$ cat src/rtl/cbtb_regs.vh
// constants shared by the conditional-prefix and table-branch decoder
`ifndef CBTB_REGS_VH
`define CBTB_REGS_VH

// ==========================================================
// instruction classes delivered by the earlier decode stage
`define CBTB_OP_OTHER      4'h0
`define CBTB_OP_PREFIX     4'h1
`define CBTB_OP_TB_BYTE    4'h2
`define CBTB_OP_TB_HALF    4'h3
`define CBTB_OP_BREAKPOINT_OP       4'h4
`define CBTB_OP_CPS_DIS    4'h5
`define CBTB_OP_CPS_ENA    4'h6
`define CBTB_OP_BARRIER    4'h7
`define CBTB_OP_BCOND      4'h8
`define CBTB_OP_CMP_BRANCH 4'h9
`define CBTB_OP_MEM        4'ha

// ==========================================================
// condition codes; the inverse of a code differs only in bit 0
`define CBTB_CC_EQ 4'h0
`define CBTB_CC_NE 4'h1
`define CBTB_CC_CS 4'h2
`define CBTB_CC_CC 4'h3
`define CBTB_CC_MI 4'h4
`define CBTB_CC_PL 4'h5
`define CBTB_CC_VS 4'h6
`define CBTB_CC_VC 4'h7
`define CBTB_CC_HI 4'h8
`define CBTB_CC_LS 4'h9
`define CBTB_CC_GE 4'ha
`define CBTB_CC_LT 4'hb
`define CBTB_CC_GT 4'hc
`define CBTB_CC_LE 4'hd
`define CBTB_CC_AL 4'he

// ==========================================================
// flag positions in the flags word, and block-state layout
`define CBTB_FLAG_N 3
`define CBTB_FLAG_Z 2
`define CBTB_FLAG_C 1
`define CBTB_FLAG_V 0
`define CBTB_BLOCK_MAX  3'h4
`define CBTB_BLOCK_NONE 3'h0
`define CBTB_STATE_W    11
`define CBTB_ZERO_STATE 11'h000
`define CBTB_OUTST_W    4
`define CBTB_TB_SHIFT   1
`define CBTB_OFS_SHIFT  1

`endif

$ cat src/rtl/cbtb_table_branch.v
// table branch engine: fetches the offset entry and forms the target
`timescale 1ns/1ps
`default_nettype none
`include "cbtb_regs.vh"

module cbtb_table_branch #(
  parameter ADDR_W = 32
) (
  input  wire              clock,
  input  wire              reset,
  input  wire              start,
  input  wire              halfForm,
  input  wire              baseIsPc,
  input  wire [ADDR_W-1:0] baseValue,
  input  wire [ADDR_W-1:0] indexValue,
  input  wire [ADDR_W-1:0] nextAddr,
  output wire              busy,
  output reg               done,
  output reg  [ADDR_W-1:0] target,
  output reg               rdValid,
  input  wire              rdReady,
  output reg  [ADDR_W-1:0] rdAddr,
  output reg               rdHalf,
  input  wire              rspValid,
  input  wire [15:0]       rspData
);

  localparam S_IDLE = 2'h0;
  localparam S_REQ  = 2'h1;
  localparam S_WAIT = 2'h2;

  reg [1:0]        state;
  reg [ADDR_W-1:0] fallAddr;
  wire [ADDR_W-1:0] tableBase;
  wire [ADDR_W-1:0] entryOfs;
  wire [15:0]       entry;

  // a program-counter base means the table starts right after the op
  assign tableBase = baseIsPc ? nextAddr : baseValue;
  assign entryOfs  = halfForm ? (indexValue << `CBTB_TB_SHIFT)
                              : indexValue;
  // byte form only looks at the low lane, entry is unsigned
  assign entry     = rdHalf ? rspData : {8'h00, rspData[7:0]};
  assign busy      = (state != S_IDLE);

  // ==========================================================
  // sequencing
  always @(posedge clock) begin
    if (reset) begin
      state    <= S_IDLE;
      done     <= 1'b0;
      target   <= {ADDR_W{1'b0}};
      rdValid  <= 1'b0;
      rdAddr   <= {ADDR_W{1'b0}};
      rdHalf   <= 1'b0;
      fallAddr <= {ADDR_W{1'b0}};
    end else begin
      done <= 1'b0;
      case (state)
        S_IDLE: begin
          if (start) begin
            rdAddr   <= tableBase + entryOfs;
            rdHalf   <= halfForm;
            rdValid  <= 1'b1;
            fallAddr <= nextAddr;
            state    <= S_REQ;
          end
        end
        S_REQ: begin
          if (rdReady) begin
            rdValid <= 1'b0;
            state   <= S_WAIT;
          end
        end
        S_WAIT: begin
          if (rspValid) begin
            // forward only: offset is twice an unsigned entry
            target <= fallAddr
                    + {{(ADDR_W-17){1'b0}}, entry, 1'b0};
            done   <= 1'b1;
            state  <= S_IDLE;
          end
        end
        default: state <= S_IDLE;
      endcase
    end
  end

endmodule // cbtb_table_branch

`default_nettype wire

$ cat src/rtl/cbtb_decoder.v
// conditional prefix, table branch, breakpoint, state change, barrier
`timescale 1ns/1ps
`default_nettype none
`include "cbtb_regs.vh"

// What this block does
// - conditionals need block; conditional branch gets range
// - these operations never write the flags
// - table entry at base plus scaled index
// - counter base means byte after instruction
// - target is next byte plus doubled entry
// - breakpoint enters debug, immediate ignored
// - breakpoint in block runs unconditionally
// - disable sets, enable clears selected masks
// - unprivileged state change changes nothing
// - earlier accesses complete before later ones
// - barrier leaves non-memory instructions alone
// - prefix conditions up to four instructions
// - block state survives exception and return
module cbtb_decoder #(
  parameter ADDR_W = 32
) (
  input  wire                     clock,
  input  wire                     reset,
  // decoded instruction stream
  input  wire                     instValid,
  output wire                     instReady,
  input  wire [3:0]               instOp,
  input  wire [3:0]               instCond,
  input  wire                     instHasCond,
  input  wire [2:0]               prefixLen,
  input  wire [2:0]               prefixElse,
  input  wire                     instWritesPc,
  input  wire [7:0]               instImm,
  input  wire                     cpsI,
  input  wire                     cpsF,
  input  wire                     privileged,
  input  wire                     baseIsPc,
  input  wire [ADDR_W-1:0]        baseValue,
  input  wire [ADDR_W-1:0]        indexValue,
  input  wire [ADDR_W-1:0]        nextAddr,
  input  wire [3:0]               flags,
  input  wire                     instSetsFlags,
  // exception entry and return
  input  wire                     excTake,
  input  wire                     excReturn,
  input  wire [`CBTB_STATE_W-1:0] excState,
  output wire [`CBTB_STATE_W-1:0] blockState,
  // results of the accepted instruction
  output reg                      issueValid,
  output reg                      issuePass,
  output reg                      flagsWrite,
  output reg                      wideBranch,
  output reg                      useFault,
  output reg                      debugEnter,
  output reg  [7:0]               debugImm,
  output reg                      interruptBlockBit,
  output reg                      allFaultBlockBit,
  output wire                     branchValid,
  output wire [ADDR_W-1:0]        branchTarget,
  // explicit access ordering
  input  wire                     accIssue,
  input  wire                     accDone,
  output wire                     accHold,
  // table read port
  output wire                     rdValid,
  input  wire                     rdReady,
  output wire [ADDR_W-1:0]        rdAddr,
  output wire                     rdHalf,
  input  wire                     rspValid,
  input  wire [15:0]              rspData
);

  // ==========================================================
  // condition evaluation
  function condPassF;
    input [3:0] cc;
    input [3:0] f;
    reg         n;
    reg         z;
    reg         c;
    reg         v;
    reg         r;
    begin
      n = f[`CBTB_FLAG_N];
      z = f[`CBTB_FLAG_Z];
      c = f[`CBTB_FLAG_C];
      v = f[`CBTB_FLAG_V];
      case (cc[3:1])
        3'h0:    r = z;
        3'h1:    r = c;
        3'h2:    r = n;
        3'h3:    r = v;
        3'h4:    r = c & ~z;
        3'h5:    r = (n == v);
        3'h6:    r = ~z & (n == v);
        default: r = 1'b1;
      endcase
      // the always code has no inverse form
      if (cc[3:1] != 3'h7 && cc[0])
        condPassF = ~r;
      else
        condPassF = r;
    end
  endfunction

  // ==========================================================
  // block state: base condition, else pattern, count left
  reg  [3:0] itBase;
  reg  [3:0] itPat;
  reg  [2:0] itLeft;
  wire       inBlock;
  wire [3:0] curCond;
  wire       lastInBlock;

  assign inBlock     = (itLeft != `CBTB_BLOCK_NONE);
  assign lastInBlock = (itLeft == 3'h1);
  // else slots use the inverse, which flips only bit 0
  assign curCond     = {itBase[3:1], itBase[0] ^ itPat[0]};
  assign blockState  = {itBase, itPat, itLeft};

  // ==========================================================
  // barrier: count explicit accesses still in flight
  reg  [`CBTB_OUTST_W-1:0] outstanding;
  reg                      barrierOpen;
  wire                     isMemOp;
  wire                     tbBusy;
  wire                     tbDone;
  wire                     accept;
  wire                     isTb;

  assign isMemOp = (instOp == `CBTB_OP_MEM);
  assign isTb    = (instOp == `CBTB_OP_TB_BYTE) ||
                   (instOp == `CBTB_OP_TB_HALF);
  // only later memory ops wait; other instructions flow past
  assign accHold   = barrierOpen;
  assign instReady = ~tbBusy & ~(barrierOpen & isMemOp);
  assign accept    = instValid & instReady;

  always @(posedge clock) begin
    if (reset) begin
      outstanding <= {`CBTB_OUTST_W{1'b0}};
      barrierOpen <= 1'b0;
    end else begin
      case ({accIssue, accDone})
        2'b10:   outstanding <= outstanding + 1'b1;
        2'b01:   outstanding <= outstanding - 1'b1;
        default: outstanding <= outstanding;
      endcase
      // held until every earlier access has reported completion
      if (accept && instOp == `CBTB_OP_BARRIER && !excTake)
        barrierOpen <= 1'b1;
      else if (outstanding == {`CBTB_OUTST_W{1'b0}} && !accIssue)
        barrierOpen <= 1'b0;
    end
  end

  // ==========================================================
  // pass decision for the instruction being accepted
  reg  passNow;
  reg  illegal;

  always @* begin
    passNow = 1'b1;
    if (instOp == `CBTB_OP_BREAKPOINT_OP)
      passNow = 1'b1;
    else if (inBlock)
      passNow = condPassF(curCond, flags);
    else if (instOp == `CBTB_OP_BCOND)
      passNow = condPassF(instCond, flags);
    illegal = 1'b0;
    // conditional suffix outside a block is only legal on a branch
    if (!inBlock && instHasCond && instOp != `CBTB_OP_BCOND)
      illegal = 1'b1;
    if (inBlock && (instOp == `CBTB_OP_PREFIX ||
                    instOp == `CBTB_OP_CMP_BRANCH ||
                    instOp == `CBTB_OP_CPS_DIS ||
                    instOp == `CBTB_OP_CPS_ENA))
      illegal = 1'b1;
    // counter writers and table branches must close the block
    if (inBlock && !lastInBlock && (instWritesPc || isTb))
      illegal = 1'b1;
  end

  // ==========================================================
  // block-state register
  always @(posedge clock) begin
    if (reset) begin
      itBase <= 4'h0;
      itPat  <= 4'h0;
      itLeft <= `CBTB_BLOCK_NONE;
    end else if (excReturn) begin
      // resume the interrupted block exactly where it stopped
      {itBase, itPat, itLeft} <= excState;
    end else if (excTake) begin
      itLeft <= `CBTB_BLOCK_NONE;
    end else if (accept) begin
      if (instOp == `CBTB_OP_PREFIX && !inBlock) begin
        itBase <= instCond;
        itPat  <= {prefixElse, 1'b0};
        if (prefixLen == 3'h0 || prefixLen > `CBTB_BLOCK_MAX)
          itLeft <= `CBTB_BLOCK_MAX;
        else
          itLeft <= prefixLen;
      end else if (inBlock) begin
        itPat  <= itPat >> 1;
        itLeft <= itLeft - 1'b1;
      end
    end
  end

  // ==========================================================
  // per-instruction results, masks and debug entry
  always @(posedge clock) begin
    if (reset) begin
      issueValid        <= 1'b0;
      issuePass         <= 1'b0;
      flagsWrite        <= 1'b0;
      wideBranch        <= 1'b0;
      useFault          <= 1'b0;
      debugEnter        <= 1'b0;
      debugImm          <= 8'h00;
      interruptBlockBit <= 1'b0;
      allFaultBlockBit  <= 1'b0;
    end else begin
      issueValid <= accept & ~excTake;
      debugEnter <= 1'b0;
      if (accept && !excTake) begin
        issuePass  <= passNow & ~illegal;
        useFault   <= illegal;
        wideBranch <= (instOp == `CBTB_OP_BCOND) & inBlock;
        case (instOp)
          `CBTB_OP_PREFIX, `CBTB_OP_TB_BYTE, `CBTB_OP_TB_HALF,
          `CBTB_OP_BREAKPOINT_OP, `CBTB_OP_CPS_DIS, `CBTB_OP_CPS_ENA,
          `CBTB_OP_BARRIER:
            flagsWrite <= 1'b0;
          default:
            flagsWrite <= instSetsFlags & passNow & ~illegal;
        endcase
        if (instOp == `CBTB_OP_BREAKPOINT_OP) begin
          debugEnter <= 1'b1;
          // kept only for the debugger, never acted on
          debugImm   <= instImm;
        end
        // unprivileged code leaves both masks untouched
        if (privileged && !illegal && !inBlock) begin
          if (instOp == `CBTB_OP_CPS_DIS) begin
            if (cpsI) interruptBlockBit <= 1'b1;
            if (cpsF) allFaultBlockBit  <= 1'b1;
          end else if (instOp == `CBTB_OP_CPS_ENA) begin
            if (cpsI) interruptBlockBit <= 1'b0;
            if (cpsF) allFaultBlockBit  <= 1'b0;
          end
        end
      end else begin
        issuePass  <= 1'b0;
        useFault   <= 1'b0;
        flagsWrite <= 1'b0;
        wideBranch <= 1'b0;
      end
    end
  end

  // ==========================================================
  // table branch engine; a failed condition skips the fetch
  wire tbStart;

  assign tbStart     = accept & ~excTake & isTb & passNow & ~illegal;
  assign branchValid = tbDone;

  cbtb_table_branch #(
    .ADDR_W     (ADDR_W)
  ) u_table (
    .clock      (clock),
    .reset      (reset),
    .start      (tbStart),
    .halfForm   (instOp == `CBTB_OP_TB_HALF),
    .baseIsPc   (baseIsPc),
    .baseValue  (baseValue),
    .indexValue (indexValue),
    .nextAddr   (nextAddr),
    .busy       (tbBusy),
    .done       (tbDone),
    .target     (branchTarget),
    .rdValid    (rdValid),
    .rdReady    (rdReady),
    .rdAddr     (rdAddr),
    .rdHalf     (rdHalf),
    .rspValid   (rspValid),
    .rspData    (rspData)
  );

endmodule // cbtb_decoder

`default_nettype wire

$ cat config.mk
export PLATFORM = sky130hd
export DESIGN_NAME = cbtb_decoder
export DESIGN_NICKNAME = d
export VERILOG_FILES = /design/src/rtl/cbtb_table_branch.v /design/src/rtl/cbtb_decoder.v
export VERILOG_INCLUDE_DIRS = /design/src /design/src/rtl
export SDC_FILE = /design/constraint.sdc
export NUM_CORES = 1
export LEC_CHECK = 0
export ABC_AREA = 1
export BUFFER_PORTS_ARGS = -buffer_cell sky130_fd_sc_hd__buf_4
export CAP_MARGIN = 20
export CORE_MARGIN = 1
export CORE_UTILIZATION = 50
export DETAILED_ROUTE_END_ITERATION = 16
export PLACE_DENSITY = 0.83
export SYNTH_ARGS = -nofsm -noshare
export SYNTH_HDL_FRONTEND = slang
export SYNTH_SLANG_ARGS = --single-unit
$ cat constraint.sdc
create_clock -name clock -period 4.84 [get_ports clock]
set_input_delay 0.484 -clock clock [delete_from_list [all_inputs] [get_ports clock]]
set_output_delay 0.484 -clock clock [all_outputs]
set_load 0.02 [all_outputs]
==> impl_metrics.py <==
metrics = {
    "outcome": {
        "status": "complete, no violations",
    },
    "pwr": {
        "power.switching_uw": 1080,
        "p_per_area_nw_per_um2": 266,
        "sw_frac_of_total_pct": 31.6,
        "p_clk_share_pct": 41.3,
        "peakVddDrop_uv": 201,
        "pwr-share-seq_pct": 33.2,
        "intPower_uw": 2350,
        "leakage_uw": 0.00686,
        "combPwrFrac_pct": 25.5,
    },
    "timing": {
        "hold_viol": 0,
        "tightest_slew_ps": 942,
        "finClkSkew_ps": 13.5,
        "setup_viol": 0,
        "fin_crit_sh_pct": 71.7,
        "final_max_slew_viol_count": 0,
        "fin_ws_ps": 1370,
        "tns_ps": 0,
        "relSlewSlack_pct": 37.1,
        "fmax_ghz": 0.288,
        "finalCriticalPeriod_ps": 3470,
        "grt_setup_unrepaired": "false",
    },
    "final_layout": {
        "area_growth_pct": 27.3,
        "mostFrequentLayoutCells": "515 x nand2_1, 266 x buf_4, 239 x inv_1, 173 x nor2_1, 133 x dfxtp_1",
        "finalNonFillerCells": 2183,
        "layout_commonest_cell": "nand2_1",
        "fin_area_sq_um": 12900,
        "post-route-util_pct": 65.7,
        "diodes": 0,
        "nets": 2127,
        "drive_gt1_share_pct": 19.0,
    },
    "worst_hold_path": {
        "hp-class": "in2reg",
    },
    "die": {
        "io_pins": 261,
        "num_rows": 51,
        "core_sq_um": 19700,
        "fp.dieH_microns": 144,
        "die_x_microns": 144,
        "dieArea_sq_um": 20800,
        "start_util_pct": 51.6,
    },
    "logic_synthesis": {
        "synth_compound_area_share_pct": 11.5,
        "synth-xor-area-share_pct": 3.02,
        "async_reset_ff_share_pct": 0,
        "syn_area_per_cell_sq_um": 6.06,
        "synth_fa_ha_area_share_pct": 7.26,
        "synth_edf_count": 0,
        "ys.flop_type": "dfxtp_1",
        "ys_warn_count": 0,
        "synth_cell_types": 42,
        "synth_cells": 1672,
        "synth_top_family_by_area": "simple AND/OR/NAND/NOR gates",
        "ys_seq_elements": 133,
        "muxShareOfSynthArea_pct": 3.64,
        "ys_seq_area_share_pct": 26.3,
        "synthesis.nets": 1894,
        "synth-simple-area-share_pct": 36.3,
        "syn_area_sq_um": 10100,
    },
    "global_routing": {
        "overflow": 0,
        "gr-usage-all-layers_pct": 32.9,
        "grt_max_degree": 72,
        "antenna_found_initial": 0,
        "grt_pass1_vias": 10701,
        "grt_pass1_wl_microns": 53000,
    },
    "placement": {
        "portBuffers": 260,
        "dp.cells": 2151,
        "place_ws_ps": 1250,
        "place.gp.congestion": 0.981,
        "dp_hpwl_microns": 26500,
        "place_area_sq_um": 12300,
    },
    "drt": {
        "wl_met3_microns": 2260,
        "wl_per_cell_microns": 15.7,
        "wirelength_microns": 34200,
        "vias": 11477,
        "drc": 0,
        "ant_nets": 0,
        "firstDrtPassIters": 7,
        "drt_iter0_drc": 796,
        "routed_via_density": 5.26,
        "drt-met1-wl_microns": 14500,
        "top_layer_used": "met4",
        "wl_met2_microns": 16200,
    },
    "clocking": {
        "cts_buffers": 17,
        "cts_buffer_depth": 2,
        "clock-root-buffer": "clkbuf_16",
        "post_cts_resize_count": 0,
        "post_cts_buffers": 0,
        "clk_pin_slew_ps": 60,
        "clkLatencyLatePin_ps": 420,
        "cts_tree": "yes",
        "cts.sinks": 133,
        "cts_max_level": 4,
        "hold_buffers": 0,
    },
    "setup_path": {
        "path_class": "reg2reg",
        "cp-end-kind": "flip-flop",
        "worst_ep_required_time_ps": 5200,
        "worst-path-max-fanout": 71,
        "start_kind": "flip-flop",
        "crit_arrival_ps": 3830,
    },
    "run": {
        "max_cap_violations": 0,
    },
}
==> power by group through the flow <==
stage	logic [uW]	clock network (uW)	registers, uW
5_1_grt	960	1480	1140
4_1_cts	863	1420	1140
2_1_floorplan	519	0	1170
6_report	873	1420	1140
3_3_place_gp	850	0	1160
3_5_place_dp	855	0	1160
==> worst paths after layout <==
kind	cells after the start	end	slack [ps]	from
max	12	u_table.rdAddr[0]	1370	itLeft[0]
min	3	debugImm[0]	280	instImm[0]
max reg2reg	12	u_table.rdAddr[0]	1370	itLeft[0]
min reg2reg	1	outstanding[0]	470	outstanding[0]
==> critical path, stage by stage, from the launching register on <==
cell      delay [ps]
dfxtp_1          340
inv_1            110
ha_1             160
inv_1             40
nor2_1           330
inv_1            170
o221ai_1         120
o211ai_1         220
nor2_4           620
nand3_4          780
nand2_1          320
nand2_1           80
nor2_1            90
==> through the flow <==
step,total power [uW],hold WS [ps]
2_1_floorplan,1690,422
3_3_place_gp,2010,439
3_5_place_dp,2020,449
4_1_cts,3420,274
5_1_grt,3580,287
6_report,3430,280
==> flip-flops by register name, summed over array words and instances (netlist names), 2 cells and up <==
name	cells
outstanding	4
debugImm	8
u_table.state	2
itBase	4
itPat	4
u_table.target	32
u_table.fallAddr	32
u_table.rdAddr	32
itLeft	3
==> routing by layer <==
layer	GRT usage, %	vias up
li1	-	5797
met1	40.3	5176
met2	56.7	433
met3	5.26	71
met4	14.3	0
met5	0	-
==> kinds of logic (layout without fill, tap and decap cells) <==
family,count (synthesis),count (layout)
xor gates and xnor gates,35,35
buffers and inverters,319,565
AOI/OAI and AO/OA,209,209
muxes,33,33
adders and majority gates,57,57
and+or+nand+nor,886,886
DFF,133,133
==> cells in the mapped netlist (3+ instances only) <==
master | instances | share of area [%]
buf_2 | 12 | 0.59
nand3b_1 | 4 | 0.30
buf_1 | 5 | 0.19
inv_2 | 26 | 0.96
nand2_1 | 515 | 19
a21oi_1 | 80 | 3.9
nand3_1 | 72 | 3.6
o21ai_0 | 85 | 4.2
o21bai_1 | 10 | 0.74
nand4_1 | 51 | 3.1
ha_1 | 54 | 6.7
o21a_1 | 3 | 0.22
o211ai_1 | 12 | 0.89
nor4_1 | 5 | 0.31
dfxtp_1 | 133 | 26
mux2_2 | 31 | 3.4
nor2_1 | 175 | 6.5
clkbuf_1 | 35 | 1.3
xor2_1 | 13 | 1.1
fa_1 | 3 | 0.59
nor3_1 | 52 | 2.6
inv_1 | 239 | 8.8
xnor2_1 | 22 | 1.9
a21o_1 | 4 | 0.30
a31oi_1 | 5 | 0.31
a21boi_0 | 4 | 0.30
==> cell type report <==
cell class / instances / area, sq um
Fill cell: 1910 / 6750
Sequential cell: 133 / 2660
Timing Repair Buffer: 266 / 2000
Multi-Input combinational cell: 1220 / 6280
Clock buffer: 21 / 460
Clock inverter: 11 / 173
Tap cell: 265 / 332
Inverter: 267 / 1000
Note: power is estimated with default switching activity, not from simulation.
